### config.mk
export PLATFORM = sky130hd
export DESIGN_NAME = cass_core
export DESIGN_NICKNAME = d
export VERILOG_FILES = /design/src/rtl/cass_pkg.sv /design/src/rtl/cass_core.sv
export VERILOG_INCLUDE_DIRS = /design/src /design/src/rtl
export SDC_FILE = /design/constraint.sdc
export NUM_CORES = 1
export LEC_CHECK = 0
export BUFFER_PORTS_ARGS = -buffer_cell sky130_fd_sc_hd__clkbuf_2
export CAP_MARGIN = 20
export CORE_MARGIN = 2
export CORE_UTILIZATION = 55
export DETAILED_ROUTE_END_ITERATION = 8
export PLACE_DENSITY = 0.74
export SLEW_MARGIN = 20
export SYNTH_ARGS = -nofsm -noshare
export SYNTH_HDL_FRONTEND = slang
export SYNTH_SLANG_ARGS = --single-unit
### constraint.sdc
create_clock -name pclk -period 3.6 [get_ports pclk]
set_clock_uncertainty 0.2 [all_clocks]
set_input_delay 0.18 -clock pclk [delete_from_list [all_inputs] [get_ports pclk]]
set_output_delay 0.18 -clock pclk [all_outputs]
set_load 0.005 [all_outputs]
### src/rtl/cass_defines.svh
// constants of the architectural state sequencer
// assumes 100 MHz pclk and 32-bit apb data
`ifndef CASS_DEFINES_SVH
`define CASS_DEFINES_SVH
`define CASS_CLK_NS      10
`define CASS_RTC_NS      1843200
`define CASS_RTC_CYCLES  (`CASS_RTC_NS / `CASS_CLK_NS)
`define CASS_ROWS        64
`define CASS_CNT_W       20
`define CASS_IO_HALF     4
`define CASS_IO_BITS     8
`define CASS_SAVE_LOC    15'h0000
`define CASS_VEC_LOC     15'h0001
`define CASS_A_ACC0      8'h00
`define CASS_A_ACC3      8'h0c
`define CASS_A_IP        8'h10
`define CASS_A_SP        8'h14
`define CASS_A_FP        8'h18
`define CASS_A_FLAGS     8'h1c
`define CASS_A_STATUS    8'h20
`define CASS_A_INSTR     8'h24
`define CASS_A_CMD       8'h28
`define CASS_A_TARGET    8'h2c
`define CASS_A_DCHADR    8'h30
`define CASS_F_CARRY     0
`define CASS_F_IEN       1
`define CASS_F_PCEN      2
`define CASS_C_TEST      4
`define CASS_C_DST       9:8
`define CASS_C_SRC       11:10
`endif

### src/rtl/cass_pkg.sv
// types of the architectural state sequencer
// needs cass_defines.svh for the counter width
`include "cass_defines.svh"
package cass_pkg;
    typedef enum logic [3:0] {S_BOUND, S_RADDR, S_RDATA, S_WADDR, S_WDATA,
                              S_EXEC, S_REFR, S_DCH} cass_state_e;
    typedef enum logic [2:0] {MEM_IDLE, MEM_READ, MEM_WRITE, MEM_RMW,
                              MEM_REFRESH} cass_mem_e;
    typedef enum logic [3:0] {OP_NONE, OP_NEXT, OP_SKIP, OP_JUMP, OP_HALT,
                              OP_PUSH, OP_POP, OP_RET, OP_ADD} cass_op_e;
    typedef enum logic {RD_FETCH, RD_VEC} cass_rd_e;
    typedef enum logic {WR_SAVE, WR_DCH} cass_wr_e;
    typedef struct packed {
        logic [3:0][15:0]      acc;
        logic [14:0]           ip;
        logic [14:0]           sp;
        logic [14:0]           fp;
        logic [14:0]           target;
        logic [14:0]           dch_adr;
        logic                  carry;
        logic                  ien;
        logic                  pcen;
        logic                  periodic_clock_request_flag;
        logic                  stack_overflow_request_flag;
        logic                  rf_rq;
        logic                  halted;
        logic [5:0]            row;
        logic [`CASS_CNT_W-1:0] rtc_cnt;
        logic [`CASS_CNT_W-1:0] rf_cnt;
        logic [15:0]           instr;
        logic [15:0]           wdat;
        logic [7:0]            sh_hi;
        logic [7:0]            sh_lo;
        logic [3:0]            bitn;
        logic [2:0]            ph;
        logic [3:0]            s1;
        logic [3:0]            s2;
        logic [3:0]            s3;
        logic [3:0]            filt;
        cass_state_e           state;
        cass_rd_e              rd_kind;
        cass_wr_e              wr_kind;
        logic [15:0]           mem_ad;
        logic                  mem_oe;
        cass_mem_e             mem_ctl;
        logic                  io_clk;
        logic                  io_dir;
        logic [31:0]           prdata;
        logic                  pready;
        logic                  pslverr;
    } cass_st_s;
endpackage : cass_pkg

### src/rtl/cass_core.sv
// architectural state, program sequencing, refresh and data channel
// assumes synchronous memory on pclk and an apb master on pclk
`timescale 1ns/1ps
`include "cass_defines.svh"
module cass_core #(
    parameter int unsigned RTC_CYCLES = `CASS_RTC_CYCLES,
    parameter int unsigned RF_CYCLES  = RTC_CYCLES / `CASS_ROWS
) (
    input  wire logic        pclk,
    input  wire logic        presetn,
    input  wire logic        psel,
    input  wire logic        penable,
    input  wire logic        pwrite,
    input  wire logic [7:0]  paddr,
    input  wire logic [31:0] pwdata,
    output logic      [31:0] prdata,
    output logic             pready,
    output logic             pslverr,
    input  wire logic [15:0] mem_ad_i,
    output logic      [15:0] mem_ad_o,
    output logic             mem_ad_oe,
    output logic      [2:0]  mem_ctl,
    input  wire logic        io_d1_i,
    output logic             io_d1_o,
    output logic             io_d1_oe,
    input  wire logic        io_d2_i,
    output logic             io_d2_o,
    output logic             io_d2_oe,
    output logic             io_dir,
    output logic             io_clk,
    input  wire logic        pio_req_n,
    input  wire logic        dch_req_n,
    output logic             halted
);
    localparam logic [`CASS_CNT_W-1:0] RTC_LAST = `CASS_CNT_W'(RTC_CYCLES - 1);
    localparam logic [`CASS_CNT_W-1:0] RF_LAST  = `CASS_CNT_W'(RF_CYCLES - 1);
    cass_pkg::cass_st_s q;
    cass_pkg::cass_st_s n;
    logic        pio;
    logic        dch;
    logic        irq;
    logic        rtc_tick;
    logic        rf_tick;
    logic        clr_rtc;
    logic        clr_so;
    logic        clr_rf;
    logic        so_set;
    logic        cmd_wr;
    logic [3:0]  op;
    logic [14:0] sp_up;
    logic [16:0] sum;
    function automatic logic mapped(input logic [7:0] a);
        mapped = (a[1:0] == 2'b00) && (a <= `CASS_A_DCHADR);
    endfunction : mapped
    function automatic logic [31:0] rd_mux(input cass_pkg::cass_st_s s,
                                           input logic [7:0] a);
        rd_mux = 32'h0;
        case (a)
            `CASS_A_IP:     rd_mux = {17'h0, s.ip};
            `CASS_A_SP:     rd_mux = {17'h0, s.sp};
            `CASS_A_FP:     rd_mux = {17'h0, s.fp};
            `CASS_A_FLAGS:  rd_mux = {29'h0, s.pcen, s.ien, s.carry};
            `CASS_A_STATUS: rd_mux = {18'h0, s.row, 4'h0, s.rf_rq, s.halted,
                                      s.stack_overflow_request_flag, s.periodic_clock_request_flag};
            `CASS_A_INSTR:  rd_mux = {16'h0, s.instr};
            `CASS_A_TARGET: rd_mux = {17'h0, s.target};
            `CASS_A_DCHADR: rd_mux = {17'h0, s.dch_adr};
            default: begin
                if (a <= `CASS_A_ACC3) begin
                    rd_mux = {16'h0, s.acc[a[3:2]]};
                end
            end
        endcase
    endfunction : rd_mux
    always_comb begin
        n = q;
        n.pready = 1'b0;
        n.pslverr = 1'b0;
        // request lines and serial data synchronised
        n.s1 = {dch_req_n, pio_req_n, io_d2_i, io_d1_i};
        n.s2 = q.s1;
        n.s3 = q.s2;
        n.filt = (~(q.s2 ^ q.s3) & q.s3) | ((q.s2 ^ q.s3) & q.filt);
        pio = ~q.filt[2];
        dch = ~q.filt[3];
        // periodic timer runs only when enabled
        rtc_tick = q.pcen && (q.rtc_cnt == RTC_LAST);
        n.rtc_cnt = (!q.pcen || rtc_tick) ? '0 : q.rtc_cnt + 1'b1;
        rf_tick = (q.rf_cnt == RF_LAST);
        n.rf_cnt = rf_tick ? '0 : q.rf_cnt + 1'b1;
        irq = q.ien && (pio || (q.periodic_clock_request_flag && q.pcen) || q.stack_overflow_request_flag);
        clr_rtc = 1'b0;
        clr_so = 1'b0;
        clr_rf = 1'b0;
        so_set = 1'b0;
        sp_up = q.sp + 15'h1;
        sum = 17'h0;
        if (psel && penable && !q.pready) begin
            n.pready = 1'b1;
            n.pslverr = !mapped(paddr);
            n.prdata = pwrite ? 32'h0 : rd_mux(q, paddr);
        end
        cmd_wr = psel && penable && q.pready && pwrite && !q.pslverr &&
                 (paddr == `CASS_A_CMD);
        op = cmd_wr ? pwdata[3:0] : 4'h0;
        if (psel && penable && q.pready && pwrite && !q.pslverr) begin
            case (paddr)
                `CASS_A_IP:     n.ip = pwdata[14:0];
                `CASS_A_SP:     n.sp = pwdata[14:0];
                `CASS_A_FP:     n.fp = pwdata[14:0];
                `CASS_A_FLAGS: begin
                    n.carry = pwdata[`CASS_F_CARRY];
                    n.ien = pwdata[`CASS_F_IEN];
                    n.pcen = pwdata[`CASS_F_PCEN];
                end
                `CASS_A_TARGET: n.target = pwdata[14:0];
                `CASS_A_DCHADR: n.dch_adr = pwdata[14:0];
                default: begin
                    if (paddr <= `CASS_A_ACC3) begin
                        n.acc[paddr[3:2]] = pwdata[15:0];
                    end
                end
            endcase
        end
        case (op)
            // push raises pointer, watch page crossing
            cass_pkg::OP_PUSH: begin
                n.sp = sp_up;
                so_set = (sp_up[14:8] != q.sp[14:8]);
            end
            cass_pkg::OP_POP: n.sp = q.sp - 15'h1;
            cass_pkg::OP_RET: n.sp = q.fp;
            // accumulators feed the adder, carry out
            cass_pkg::OP_ADD: begin
                sum = {1'b0, q.acc[pwdata[`CASS_C_DST]]} +
                      {1'b0, q.acc[pwdata[`CASS_C_SRC]]};
                n.acc[pwdata[`CASS_C_DST]] = sum[15:0];
                n.carry = sum[16];
            end
            default: ;
        endcase
        case (q.state)
            cass_pkg::S_BOUND: begin
                n.mem_ctl = cass_pkg::MEM_IDLE;
                n.mem_oe = 1'b0;
                if (q.rf_rq) begin
                    clr_rf = 1'b1;
                    n.mem_ctl = cass_pkg::MEM_REFRESH;
                    n.mem_oe = 1'b1;
                    n.mem_ad = {10'h0, q.row};
                    n.state = cass_pkg::S_REFR;
                end else if (dch) begin
                    n.io_dir = 1'b1;
                    n.io_clk = 1'b0;
                    n.ph = 3'h0;
                    n.bitn = 4'h0;
                    n.state = cass_pkg::S_DCH;
                end else if (irq) begin
                    clr_rtc = q.periodic_clock_request_flag && q.pcen;
                    clr_so = 1'b1;
                    n.ien = 1'b0;
                    n.halted = 1'b0;
                    n.wr_kind = cass_pkg::WR_SAVE;
                    n.wdat = {1'b0, q.ip};
                    n.mem_ad = {1'b0, `CASS_SAVE_LOC};
                    n.mem_oe = 1'b1;
                    n.mem_ctl = cass_pkg::MEM_WRITE;
                    n.state = cass_pkg::S_WADDR;
                end else if (!q.halted) begin
                    n.rd_kind = cass_pkg::RD_FETCH;
                    n.mem_ad = {1'b0, q.ip};
                    n.mem_oe = 1'b1;
                    n.mem_ctl = cass_pkg::MEM_READ;
                    n.state = cass_pkg::S_RADDR;
                end
            end
            cass_pkg::S_RADDR: begin
                n.mem_oe = 1'b0;
                n.state = cass_pkg::S_RDATA;
            end
            cass_pkg::S_RDATA: begin
                n.mem_ctl = cass_pkg::MEM_IDLE;
                if (q.rd_kind == cass_pkg::RD_FETCH) begin
                    // word read back is the instruction
                    n.instr = mem_ad_i;
                    n.state = cass_pkg::S_EXEC;
                end else begin
                    n.ip = mem_ad_i[14:0];
                    n.state = cass_pkg::S_BOUND;
                end
            end
            cass_pkg::S_WADDR: begin
                // data follows address on the shared bus
                n.mem_ad = q.wdat;
                n.state = cass_pkg::S_WDATA;
            end
            cass_pkg::S_WDATA: begin
                n.mem_ctl = cass_pkg::MEM_IDLE;
                n.mem_oe = 1'b0;
                n.state = cass_pkg::S_BOUND;
                if (q.wr_kind == cass_pkg::WR_SAVE) begin
                    n.rd_kind = cass_pkg::RD_VEC;
                    n.mem_ad = {1'b0, `CASS_VEC_LOC};
                    n.mem_oe = 1'b1;
                    n.mem_ctl = cass_pkg::MEM_READ;
                    n.state = cass_pkg::S_RADDR;
                end
            end
            cass_pkg::S_EXEC: begin
                // refresh goes on while a command is awaited
                clr_rf = q.rf_rq && (q.mem_ctl == cass_pkg::MEM_IDLE);
                n.mem_ctl = clr_rf ? cass_pkg::MEM_REFRESH : cass_pkg::MEM_IDLE;
                n.mem_oe = clr_rf;
                n.mem_ad = clr_rf ? {10'h0, q.row} : q.mem_ad;
                n.row = q.row + {5'h0, clr_rf};
                case (op)
                    cass_pkg::OP_NEXT: n.ip = q.ip + 15'h1;
                    cass_pkg::OP_SKIP: n.ip = q.ip + (pwdata[`CASS_C_TEST] ? 15'h2 : 15'h1);
                    cass_pkg::OP_JUMP: n.ip = q.target;
                    cass_pkg::OP_HALT: begin
                        n.ip = q.ip + 15'h1;
                        n.halted = 1'b1;
                    end
                    default: ;
                endcase
                if (op inside {cass_pkg::OP_NEXT, cass_pkg::OP_SKIP,
                               cass_pkg::OP_JUMP, cass_pkg::OP_HALT}) begin
                    n.state = cass_pkg::S_BOUND;
                end
            end
            cass_pkg::S_REFR: begin
                n.row = q.row + 6'h1;
                n.mem_ctl = cass_pkg::MEM_IDLE;
                n.mem_oe = 1'b0;
                n.state = cass_pkg::S_BOUND;
            end
            cass_pkg::S_DCH: begin
                // clocked serial word in, two lines per bit
                n.ph = q.ph + 3'h1;
                if (q.ph == 3'(`CASS_IO_HALF - 1)) begin
                    n.io_clk = 1'b1;
                end
                if (q.ph == 3'(2 * `CASS_IO_HALF - 1)) begin
                    n.io_clk = 1'b0;
                    // first line carries the high byte
                    n.sh_hi = {q.sh_hi[6:0], q.filt[0]};
                    n.sh_lo = {q.sh_lo[6:0], q.filt[1]};
                    n.bitn = q.bitn + 4'h1;
                    if (q.bitn == 4'(`CASS_IO_BITS - 1)) begin
                        n.io_dir = 1'b0;
                        n.wr_kind = cass_pkg::WR_DCH;
                        n.wdat = {q.sh_hi[6:0], q.filt[0], q.sh_lo[6:0], q.filt[1]};
                        n.mem_ad = {1'b0, q.dch_adr};
                        n.dch_adr = q.dch_adr + 15'h1;
                        n.mem_oe = 1'b1;
                        n.mem_ctl = cass_pkg::MEM_WRITE;
                        n.state = cass_pkg::S_WADDR;
                    end
                end
            end
            default: n.state = cass_pkg::S_BOUND;
        endcase
        // hardware set wins over clear
        n.periodic_clock_request_flag = rtc_tick || (q.periodic_clock_request_flag && !clr_rtc);
        n.stack_overflow_request_flag = so_set || (q.stack_overflow_request_flag && !clr_so);
        n.rf_rq = rf_tick || (q.rf_rq && !clr_rf);
    end
    always_ff @(posedge pclk or negedge presetn) begin
        if (!presetn) begin
            q <= '0;
            q.filt <= 4'hc;
            q.s1 <= 4'hc;
            q.s2 <= 4'hc;
            q.s3 <= 4'hc;
            // start halted until an interrupt is taken
            q.halted <= 1'b1;
        end else begin
            q <= n;
        end
    end
    assign prdata = q.prdata;
    assign pready = q.pready;
    assign pslverr = q.pslverr;
    assign mem_ad_o = q.mem_ad;
    assign mem_ad_oe = q.mem_oe;
    assign mem_ctl = q.mem_ctl;
    assign io_dir = q.io_dir;
    assign io_clk = q.io_clk;
    assign io_d1_o = 1'b0;
    assign io_d1_oe = 1'b0;
    assign io_d2_o = 1'b0;
    assign io_d2_oe = 1'b0;
    assign halted = q.halted;
endmodule : cass_core

==> metrics.cfg, run 1 <==
[status]
run_status = finished clean

[floorplan]
die_area_mm2 = 0.03571
fp.dieH_um = 189.0
initial_core_util_pct = 55.98
num_rows = 67
floorplan.io_pins = 126
die_width_um = 189.0
coreArea_mm2 = 0.03362

[setup_path]
crit_fanout = 18
crit_end_category = register
critical_path.startpoint_type = primary input
path_class = in2reg
cp_data_arrival_time_ns = 3.62
number_of_cell_instances_on_the_worst_register_to_register_path = 13
path_buf_inv = 4
cp_top_family = buffers and inverters
crit_path_max_incr_delay_ns = 0.53
regToRegSetupSlack_ns = 0.23
timing.rr.end = q[258]$_DFF_PN0_
crit-reg2reg-launch = pready$_DFF_PN0_
cp_cell_sequence = dlygate4sd3_1 > clkbuf_2 > buf_12 > mux4_2 > ha_1 > o211a_1 > a2111o_1 > a31oi_1 > buf_4 > xor2_1 > mux2i_1
slowest_stage = mux4_2
crit_required_ns = 3.78

[placed_design]
placement.io_buffers = 89
dpl-instance-area_mm2 = 0.01957
detailedPlace.worstSlack_ns = 0.03895
dpl.hpwl_um = 39540
placedCellCount = 2380
finalWeightedCongestion = 0.9368

[global_routing]
grt.overflow.total = 0
globalRouteTotalUtil_pct = 31.97
pin_count_of_the_biggest_net_entering_global_routing = 108
wire_length_of_the_first_global_routing_pass_um = 89410
grt_pass1_vias = 15660
antenna_found_initial = 1

[final_layout]
number_of_fillers_in_the_final_layout = 2743
syn_to_final_growth_pct = 12.28
nNetsFinal = 2102
layout.cells.non_filler = 2482
design_area_mm2 = 0.02113
drive_above_1_share_pct = 19.43

[synth]
number_of_enable_type_register_cells_in_the_synthesized_netlist = 0
post-synth-top-area-cell = dfrtp_1
synth.ff_latch_count = 306
postSynth.asyncResetShare_pct = 100.0
synth_common_cells = dfrtp_1, nand2_1, nor2_1
synth-main-ff-cell = dfrtp_1
synthDistinctLibCells = 81
synth_area_mm2 = 0.01882
yosysWarningCount = 0
synth_cells = 1949
avgSynthCellArea_um2 = 9.655
yosysSeqAreaShare_pct = 40.75
post-synth-top-count-cell = dfrtp_1
yosys-top-cells-area = dfrtp_1, mux4_2, mux2_2, nand2_1, mux2i_1
yosys.area.top_type_share_pct = 39.49

[timing]
final_min_period_over_clock_period_pct = 95.49
slew_viol_final = 0
clock.fmax_mhz = 290.9
finalSetupViolations = 0
final.setup.worst_slack_ns = 0.1624
final_critical_path_required_period_ns = 3.438
finalHoldViolCount = 0
transition_at_the_pin_with_the_smallest_max_transition_slack_ns = 0.8823
maxSlewHeadroom_pct = 40.69
whs_ns = 0.02650

[hold_path]
min_delay_endpoint = q[208]$_DFFE_PN0P_
hp-class = in2reg
hold-path-cell-count = 2
holdCritStartpoint = pwdata[7]

[clock_tree]
post_cts_setup_buffer_count = 0
cts_buffers = 36
cts-root-buf = clkbuf_16
cts_max_path_buffers = 3
clock_tree.htree_level_count = 2
clkLatencyLatePin_ns = 0.53
tritoncts_num_sinks = 306
cts_tree = done
worst_setup_hold_path_clk_slew_ns = 0.06

[detailed_routing]
drc = 0
num_vias = 16170
route.final.wire_length_um = 56960
antenna_left = 0
dr.pass1.iters = 8
route.detailed.vias_per_inst = 6.513
drt-initial-drc-count = 2040
wl_per_cell_um = 22.95

[power_and_ir_drop]
cellLeakagePower_nw = 9.428
peakVddDrop_mv = 0.3779
power-per-cell-area_mw_per_mm2 = 494.2

[flow_run]
max_cap_viol_count = 0

-- stage by stage --
| stage | setup TNS, ns | utilization (%) | power [W] |
|---|---|---|---|
| 2_1_floorplan | 0 | - | 0.005884 |
| 3_3_place_gp | 0 | 58.20 | 0.006645 |
| 3_5_place_dp | 0 | 58.22 | 0.006713 |
| 4_1_cts | 0 | 62.80 | 0.01043 |
| 5_1_grt | -0.004868 | 62.85 | 0.01088 |
| 6_report | 0 | 62.85 | 0.01044 |
-- area by class of cell --
class / instances / area (um^2) / area share (%)
Clock buffer: 52 / 1021 / 4.832
Tap cell: 448 / 560.5 / 2.653
Antenna cell: 1 / 2.502 / 0.01184
Sequential cell: 306 / 7669 / 36.29
Inverter: 29 / 108.9 / 0.5152
Multi-Input combinational cell: 1438 / 10220 / 48.35
Timing Repair Buffer: 195 / 1391 / 6.585
Clock inverter: 13 / 160.2 / 0.7580
-- sequential cells by signal, summed over array words and instances, names as in the netlist, 3 cells and up, named ones only --
register  count
prdata       16
n             8
mem_ctl       3
q           253
mem_ad_o     16
-- per-layer routing --
| layer | vias up | GRT usage, % | wire length [um] |
|---|---|---|---|
| met5 | - | 0 | 0 |
| met4 | 0 | 13.37 | 2449 |
| met3 | 165 | 7.303 | 5949 |
| met2 | 919 | 48.86 | 25200 |
| met1 | 7925 | 44.06 | 23360 |
| li1 | 7156 | - | - |
-- worst max-delay path by stage --
stage                from          endpoint  slack, ns  cells past startpoint
2_1_floorplan  pwdata[10]  q[323]$_DFF_PN0_       0.08                     10
5_1_grt          paddr[7]  q[258]$_DFF_PN0_     -0.005                     15
6_report       pwdata[10]  q[304]$_DFF_PN0_       0.16                     11
3_5_place_dp     paddr[1]  q[258]$_DFF_PN0_       0.04                     14
4_1_cts          paddr[7]  q[258]$_DFF_PN0_        0.1                     15
3_3_place_gp     paddr[1]  q[258]$_DFF_PN0_       0.14                     14
-- cells in the final DEF (no fill, tap or decap), types with 16 or more instances in the layout --
cell,count
conb_1,20
clkbuf_2,87
mux2_2,78
nor2_1,156
nor3_1,17
nand2_1,209
a211oi_1,43
o21ai_0,103
ha_1,29
dlygate4sd3_1,36
o31ai_1,24
buf_4,66
a22o_1,20
dfrtp_1,297
nand4_1,25
a21oi_1,135
nor2b_1,52
xor2_1,41
a31oi_1,16
o22ai_1,20
inv_1,29
nand3_1,46
xnor2_1,38
mux2i_1,72
and3_1,17
a22oi_1,31
mux4_2,51
clkbuf_16,36
-- cells by family after synthesis --
group	count (synthesis)	share of synthesized area [%]
AOI/OAI and AO/OA	481	16.46
xor gates and xnor gates	79	3.677
adders and majority gates	35	2.354
buffers and inverters	224	5.791
DFF	306	40.75
muxes	202	14.65
other	1	0.01993
and+or+nand+nor	621	16.29
-- report_power, final --
group | internal (W) | total, W | switching, W
registers | 0.00379 | 0.00437 | 0.000581
logic | 0.00101 | 0.00240 | 0.00140
clock network | 0.00220 | 0.00367 | 0.00147
-- repair_timing --
| item | 4_1_cts | 5_1_grt |
|---|---|---|
| endpoints found under the setup margin | 0 | 6 |
| endpoints found under the hold margin | 158 | 0 |
| gates resized for setup | 0 | 4 |
| hold buffers | 36 | 0 |
No activity file was read; power rests on OpenSTA's default activity.
==> run 2, diff against run 1 <==
--- a/config.mk
+++ b/config.mk
@@ -8,10 +8,12 @@
 export LEC_CHECK = 0
 export BUFFER_PORTS_ARGS = -buffer_cell sky130_fd_sc_hd__clkbuf_2
 export CAP_MARGIN = 20
+export CELL_PAD_IN_SITES_DETAIL_PLACEMENT = 1
+export CELL_PAD_IN_SITES_GLOBAL_PLACEMENT = 2
 export CORE_MARGIN = 2
-export CORE_UTILIZATION = 55
+export CORE_UTILIZATION = 40
 export DETAILED_ROUTE_END_ITERATION = 8
-export PLACE_DENSITY = 0.74
+export PLACE_DENSITY_LB_ADDON = 0.1
 export SLEW_MARGIN = 20
 export SYNTH_ARGS = -nofsm -noshare
 export SYNTH_HDL_FRONTEND = slang
==> run 2 against run 1 <==
Against the previous run: clock power rose by 13%; sequential power increased by 1%; hold slack got worse by 0.026 ns; final cell count is 7.1% higher; combinational power increased by 5%; fmax rose by 2.3%; final area up 2.1%; sequential share of layout area is 0.76 points lower; wire length grew 22%; highest routed layer is now met5.
==> metrics.cfg, run 2 (synthesis gave the netlist of run 1 again) <==
[flow_run]
max_cap_viol_count = 0

[detailed_routing]
antenna_left = 0
wl_per_cell_um = 26.05
route.final.wire_length_um = 69250
dr.pass1.iters = 5
drt-initial-drc-count = 1315
drc = 0
num_vias = 15960
route.detailed.vias_per_inst = 6.006

[placed_design]
dpl-instance-area_mm2 = 0.01988
finalWeightedCongestion = 0.8440
placement.io_buffers = 89
dpl.hpwl_um = 48720
detailedPlace.worstSlack_ns = 0.1259

[setup_path]
crit_required_ns = 3.85
cp_cell_sequence = dlygate4sd3_1 > clkbuf_2 > or4_4 > nor4_4 > nand2_1 > o31ai_1 > buf_4 > ha_1 > fa_1 > nand3_1 > nor4_1 > xor2_1 > a22oi_1 > o22ai_1 > a21o_1
critical_path.startpoint_type = primary input
cp_data_arrival_time_ns = 3.61
cp_top_family = simple AND/OR/NAND/NOR gates
path_buf_inv = 3
slowest_stage = dlygate4sd3_1
crit_path_max_incr_delay_ns = 0.55
crit_fanout = 5
crit_end_category = register
number_of_cell_instances_on_the_worst_register_to_register_path = 8
logic_depth_of_the_worst_path_buffers_included = 15
path_class = in2reg

[timing]
slew_viol_final = 0
clock.fmax_mhz = 297.6
finalSetupViolations = 0
final_min_period_over_clock_period_pct = 93.33
setup-tns-final_ns = 0
final_critical_path_required_period_ns = 3.360
transition_at_the_pin_with_the_smallest_max_transition_slack_ns = 0.8285
final.setup.worst_slack_ns = 0.2401
whs_ns = 0.0001473
maxSlewHeadroom_pct = 44.76
finalHoldViolCount = 0

[power_and_ir_drop]
power-per-cell-area_mw_per_mm2 = 512.8
peakVddDrop_mv = 0.4526
cellLeakagePower_nw = 9.579

[global_routing]
antenna_found_initial = 1
pin_count_of_the_biggest_net_entering_global_routing = 90
grt_pass1_vias = 16590
wire_length_of_the_first_global_routing_pass_um = 106300
grt.overflow.total = 0
globalRouteTotalUtil_pct = 28.27

[clock_tree]
cts_max_path_buffers = 3
clkLatencyLatePin_ns = 0.56
worst_setup_hold_path_clk_slew_ns = 0.06
cts_buffers = 39
post_cts_setup_buffer_count = 0
clock_tree.htree_level_count = 2
tritoncts_num_sinks = 306
cts_tree = done
cts-root-buf = clkbuf_16

[floorplan]
coreArea_mm2 = 0.04646
num_rows = 79
die_area_mm2 = 0.04880
fp.dieH_um = 220.9
floorplan.io_pins = 126
initial_core_util_pct = 40.51
die_width_um = 220.9

[final_layout]
largest_register = q
design_area_mm2 = 0.02158
syn_to_final_growth_pct = 14.69
nNetsFinal = 2119
final_common_cell = dfrtp_1
drive_above_1_share_pct = 20.24
number_of_flip_flops_in_the_largest_register = 253
layout.cells.most_common_list = dfrtp_1, nand2_1, nor2_1

[hold_path]
hp-class = in2async

[status]
run_status = finished clean

run 2: cell count changes in the layout (fill, tap and decap cells not counted), sizes merged:
cell | before | now
clkinv | 7 | 8
bufinv | 3 | 6
buf | 72 | 86
clkbuf | 139 | 138
run 2: layout make-up:
type                       instances  area [um^2]
antenna                            1        2.502
clock buffer                      51         1081
clock inverter                    17        247.7
fill                            5265        24880
inverter                          29        108.9
multi-input combinational       1438        10200
sequential                       306         7669
tap                              607        759.5
timing repair buffer             209         1509
run 2: what timing repair did:
item / 4_1_cts / 5_1_grt
resized for setup: 0 / 2
setup endpoints to repair: 0 / 2
hold buffers: 36 / 0
hold endpoints to repair: 153 / 0
run 2: worst register-to-register path, delay by kind of cell, from the launching register on:
kind	cells	cell delay [ns]
fa+ha+maj	1	0.32
mux	3	1.00
compound gates	3	1.16
flops	1	0.40
simple gates	1	0.11
run 2: per-stage QoR:
stage	cells	power [W]	util, %
2_1_floorplan	1968	0.005884	-
3_3_place_gp	2553	0.006866	42.79
3_5_place_dp	2553	0.006927	42.79
4_1_cts	2657	0.01115	46.43
5_1_grt	2657	0.01159	46.45
6_report	2658	0.01107	46.46
run 2: worst paths after layout:
path | slack (ns) | end | startpoint
setup / recovery | 0.24 | q[260]$_DFF_PN0_ | paddr[7]
max in group asynchronous | 2.17 | prdata[6]$_DFFE_PN0P_ | presetn
setup reg to reg | 0.25 | q[308]$_DFF_PN0_ | q[310]$_DFF_PN0_
hold / removal | 0.0001 | mem_ad_oe$_DFFE_PN0P_ | presetn
hold reg to reg | 0.16 | n[67]$_DFF_PN0_ | n[71]$_DFF_PN0_
min in group pclk | 0.03 | prdata[3]$_DFFE_PN0P_ | pwrite
run 2: routing by layer:
layer	share of wire, %	wire (um)	track usage (%)
met5	0.019	13	0
met4	2.8	1971	9.331
met3	6.1	4258	4.555
met2	45	30930	43.02
met1	46	32070	41.01
run 2: where the power goes:
part,internal [W],switching [W]
Sequential,0.00379,0.000628
Clock,0.00254,0.00159
Combinational,0.00102,0.00150
==> run 3, diff against run 2 <==
--- a/config.mk
+++ b/config.mk
@@ -13,7 +13,7 @@
 export CORE_MARGIN = 2
 export CORE_UTILIZATION = 40
 export DETAILED_ROUTE_END_ITERATION = 8
-export PLACE_DENSITY_LB_ADDON = 0.1
+export PLACE_DENSITY = 0.87
 export SLEW_MARGIN = 20
 export SYNTH_ARGS = -nofsm -noshare
 export SYNTH_HDL_FRONTEND = slang
==> run 3 against run 2 <==
Against the previous run: the flow now finishes with violations (negative hold slack); critical endpoint is now q[254]$_DFF_PN0_; critical path type unchanged; largest power group unchanged; final cell count is 0.34% lower; sequential cell count stayed put; die area stayed put; first-iteration DRC count is 2.1% higher; non-clock buffer count is 4 lower; combinational power hardly changed.
==> metrics.cfg, run 3 (synthesis gave the netlist of run 1 again) <==
[status]
run_status = complete, but fails checks
failing_checks = negative hold slack

[timing]
final_min_period_over_clock_period_pct = 97.57
finalSetupViolations = 0
slew_viol_final = 0
final_critical_path_required_period_ns = 3.512
transition_at_the_pin_with_the_smallest_max_transition_slack_ns = 0.9835
finalHoldViolCount = 4
maxSlewHeadroom_pct = 34.43
setup-tns-final_ns = 0
whs_ns = -0.01001
clock.fmax_mhz = 284.7

[setup_path]
cpMostUsedCell = buf_4
slowest_stage = dlygate4sd3_1
path_class = in2reg
crit_path_max_incr_delay_ns = 0.53
crit_end_category = register
critical_path.startpoint_type = primary input
crit_fanout = 5
crit_required_ns = 3.84
cp_data_arrival_time_ns = 3.75
cp_cell_sequence = dlygate4sd3_1 > clkbuf_2 > or4_4 > nor4_4 > nand2_1 > o31ai_2 > buf_4 > inv_1 > fa_1 > nand3_1 > buf_4 > nor2_1 > and3_1 > xor2_1 > a22oi_1 > o21ai_0

[power_and_ir_drop]
cellLeakagePower_nw = 9.523
power-per-cell-area_mw_per_mm2 = 500.7
peakVddDrop_mv = 0.4244

[floorplan]
fp.dieH_um = 220.9
die_area_mm2 = 0.04880
coreArea_mm2 = 0.04646
initial_core_util_pct = 40.51
num_rows = 79
die_width_um = 220.9
floorplan.io_pins = 126

[placed_design]
placement.io_buffers = 89
dpl.hpwl_um = 47040
finalWeightedCongestion = 0.9412

[final_layout]
largest_register = q
final_util_pct = 46.20
nNetsFinal = 2114
drive_above_1_share_pct = 19.79
layout.cells.most_common_list = dfrtp_1, nand2_1, nor2_1
number_of_flip_flops_in_the_largest_register = 253
syn_to_final_growth_pct = 14.06
final_common_cell = dfrtp_1
number_of_fillers_in_the_final_layout = 5212

[global_routing]
grt.overflow.total = 0
pin_count_of_the_biggest_net_entering_global_routing = 77
antenna_found_initial = 2
grt_pass1_vias = 16920
wire_length_of_the_first_global_routing_pass_um = 102500
globalRouteTotalUtil_pct = 26.88

[detailed_routing]
route.detailed.vias_per_inst = 6.143
drt-initial-drc-count = 1342
antenna_left = 0
drc = 0
route.final.wire_length_um = 66530
num_vias = 16270
dr.pass1.iters = 5
wl_per_cell_um = 25.12

[flow_run]
max_cap_viol_count = 0

[clock_tree]
cts_buffers = 38
clock_tree.htree_level_count = 2
cts-root-buf = clkbuf_16
worst_setup_hold_path_clk_slew_ns = 0.06
tritoncts_num_sinks = 306
post_cts_setup_buffer_count = 0
cts_max_path_buffers = 3
clkLatencyLatePin_ns = 0.56
cts_tree = done

[hold_path]
hp-class = in2async

-- run 3: path summary, 6_finish.rpt --
path	startpoint	end	slack, ns	cells past startpoint
max in group asynchronous	presetn	q[286]$_DFF_PN0_	2.28	3
max reg2reg	pready$_DFF_PN0_	q[254]$_DFF_PN0_	0.12	14
min in group pclk	pwdata[2]	q[183]$_DFFE_PN0P_	0.03	4
min reg2reg	n[70]$_DFF_PN0_	n[66]$_DFF_PN0_	0.15	0
max	paddr[7]	q[254]$_DFF_PN0_	0.09	16
min	presetn	io_dir$_DFFE_PN0P_	-0.01	2
-- run 3: metrics by stage --
step | cell area, um^2 | setup WS [ns] | total power, W | instances
final | 21460 | 0.08752 | 0.01075 | 2649
after global routing | 21460 | -0.06373 | 0.01122 | 2649
after CTS | 21440 | 0.1320 | 0.01079 | 2648
after detailed placement | 19830 | -0.01292 | 0.006813 | 2548
after global placement | 19830 | 0.06360 | 0.006715 | 2548
after floorplan | 18890 | 0.08235 | 0.005884 | 1968
-- run 3: layer usage --
layer / global-route usage, % / part of all wire (%) / up-vias
li1: - / - / 7174
met1: 35.87 / 43 / 8294
met2: 41.84 / 45 / 627
met3: 4.555 / 6.3 / 177
met4: 14.27 / 5.5 / 2
met5: 0.3910 / 0.020 / -
-- run 3: area by class of cell --
cell class / count / area (um^2) / area share, %
sequential: 306 / 7669 / 35.73
multi-input combinational: 1438 / 10210 / 47.59
clock buffer: 57 / 1154 / 5.375
inverter: 29 / 108.9 / 0.5071
tap: 607 / 759.5 / 3.538
antenna: 1 / 2.502 / 0.01166
clock inverter: 6 / 87.58 / 0.4080
timing repair buffer: 205 / 1469 / 6.844
-- run 3: power by group --
group / leakage (nW) / internal [W] / switching, W / total [W]
clock: 0.613 / 0.00234 / 0.00156 / 0.00390
sequential: 4.08 / 0.00379 / 0.000565 / 0.00436
combinational: 4.83 / 0.00103 / 0.00146 / 0.00249
total: 9.52 / 0.00716 / 0.00358 / 0.0107
-- run 3: repair_timing --
action / 4_1_cts / 5_1_grt
endpoints found under the setup margin: 0 / 4
resized for setup: 0 / 3
hold buffers: 37 / 0
hold endpoints to repair: 329 / 0
-- run 3: worst max-delay path: cells and delay by family --
| family | cells | cell delay, ns |
|---|---|---|
| buffers and inverters | 5 | 1.05 |
| and+or+nand+nor | 6 | 1.35 |
| adders and majority gates | 1 | 0.42 |
| AOI/OAI and AO/OA | 3 | 0.61 |
| xor gates and xnor gates | 1 | 0.14 |
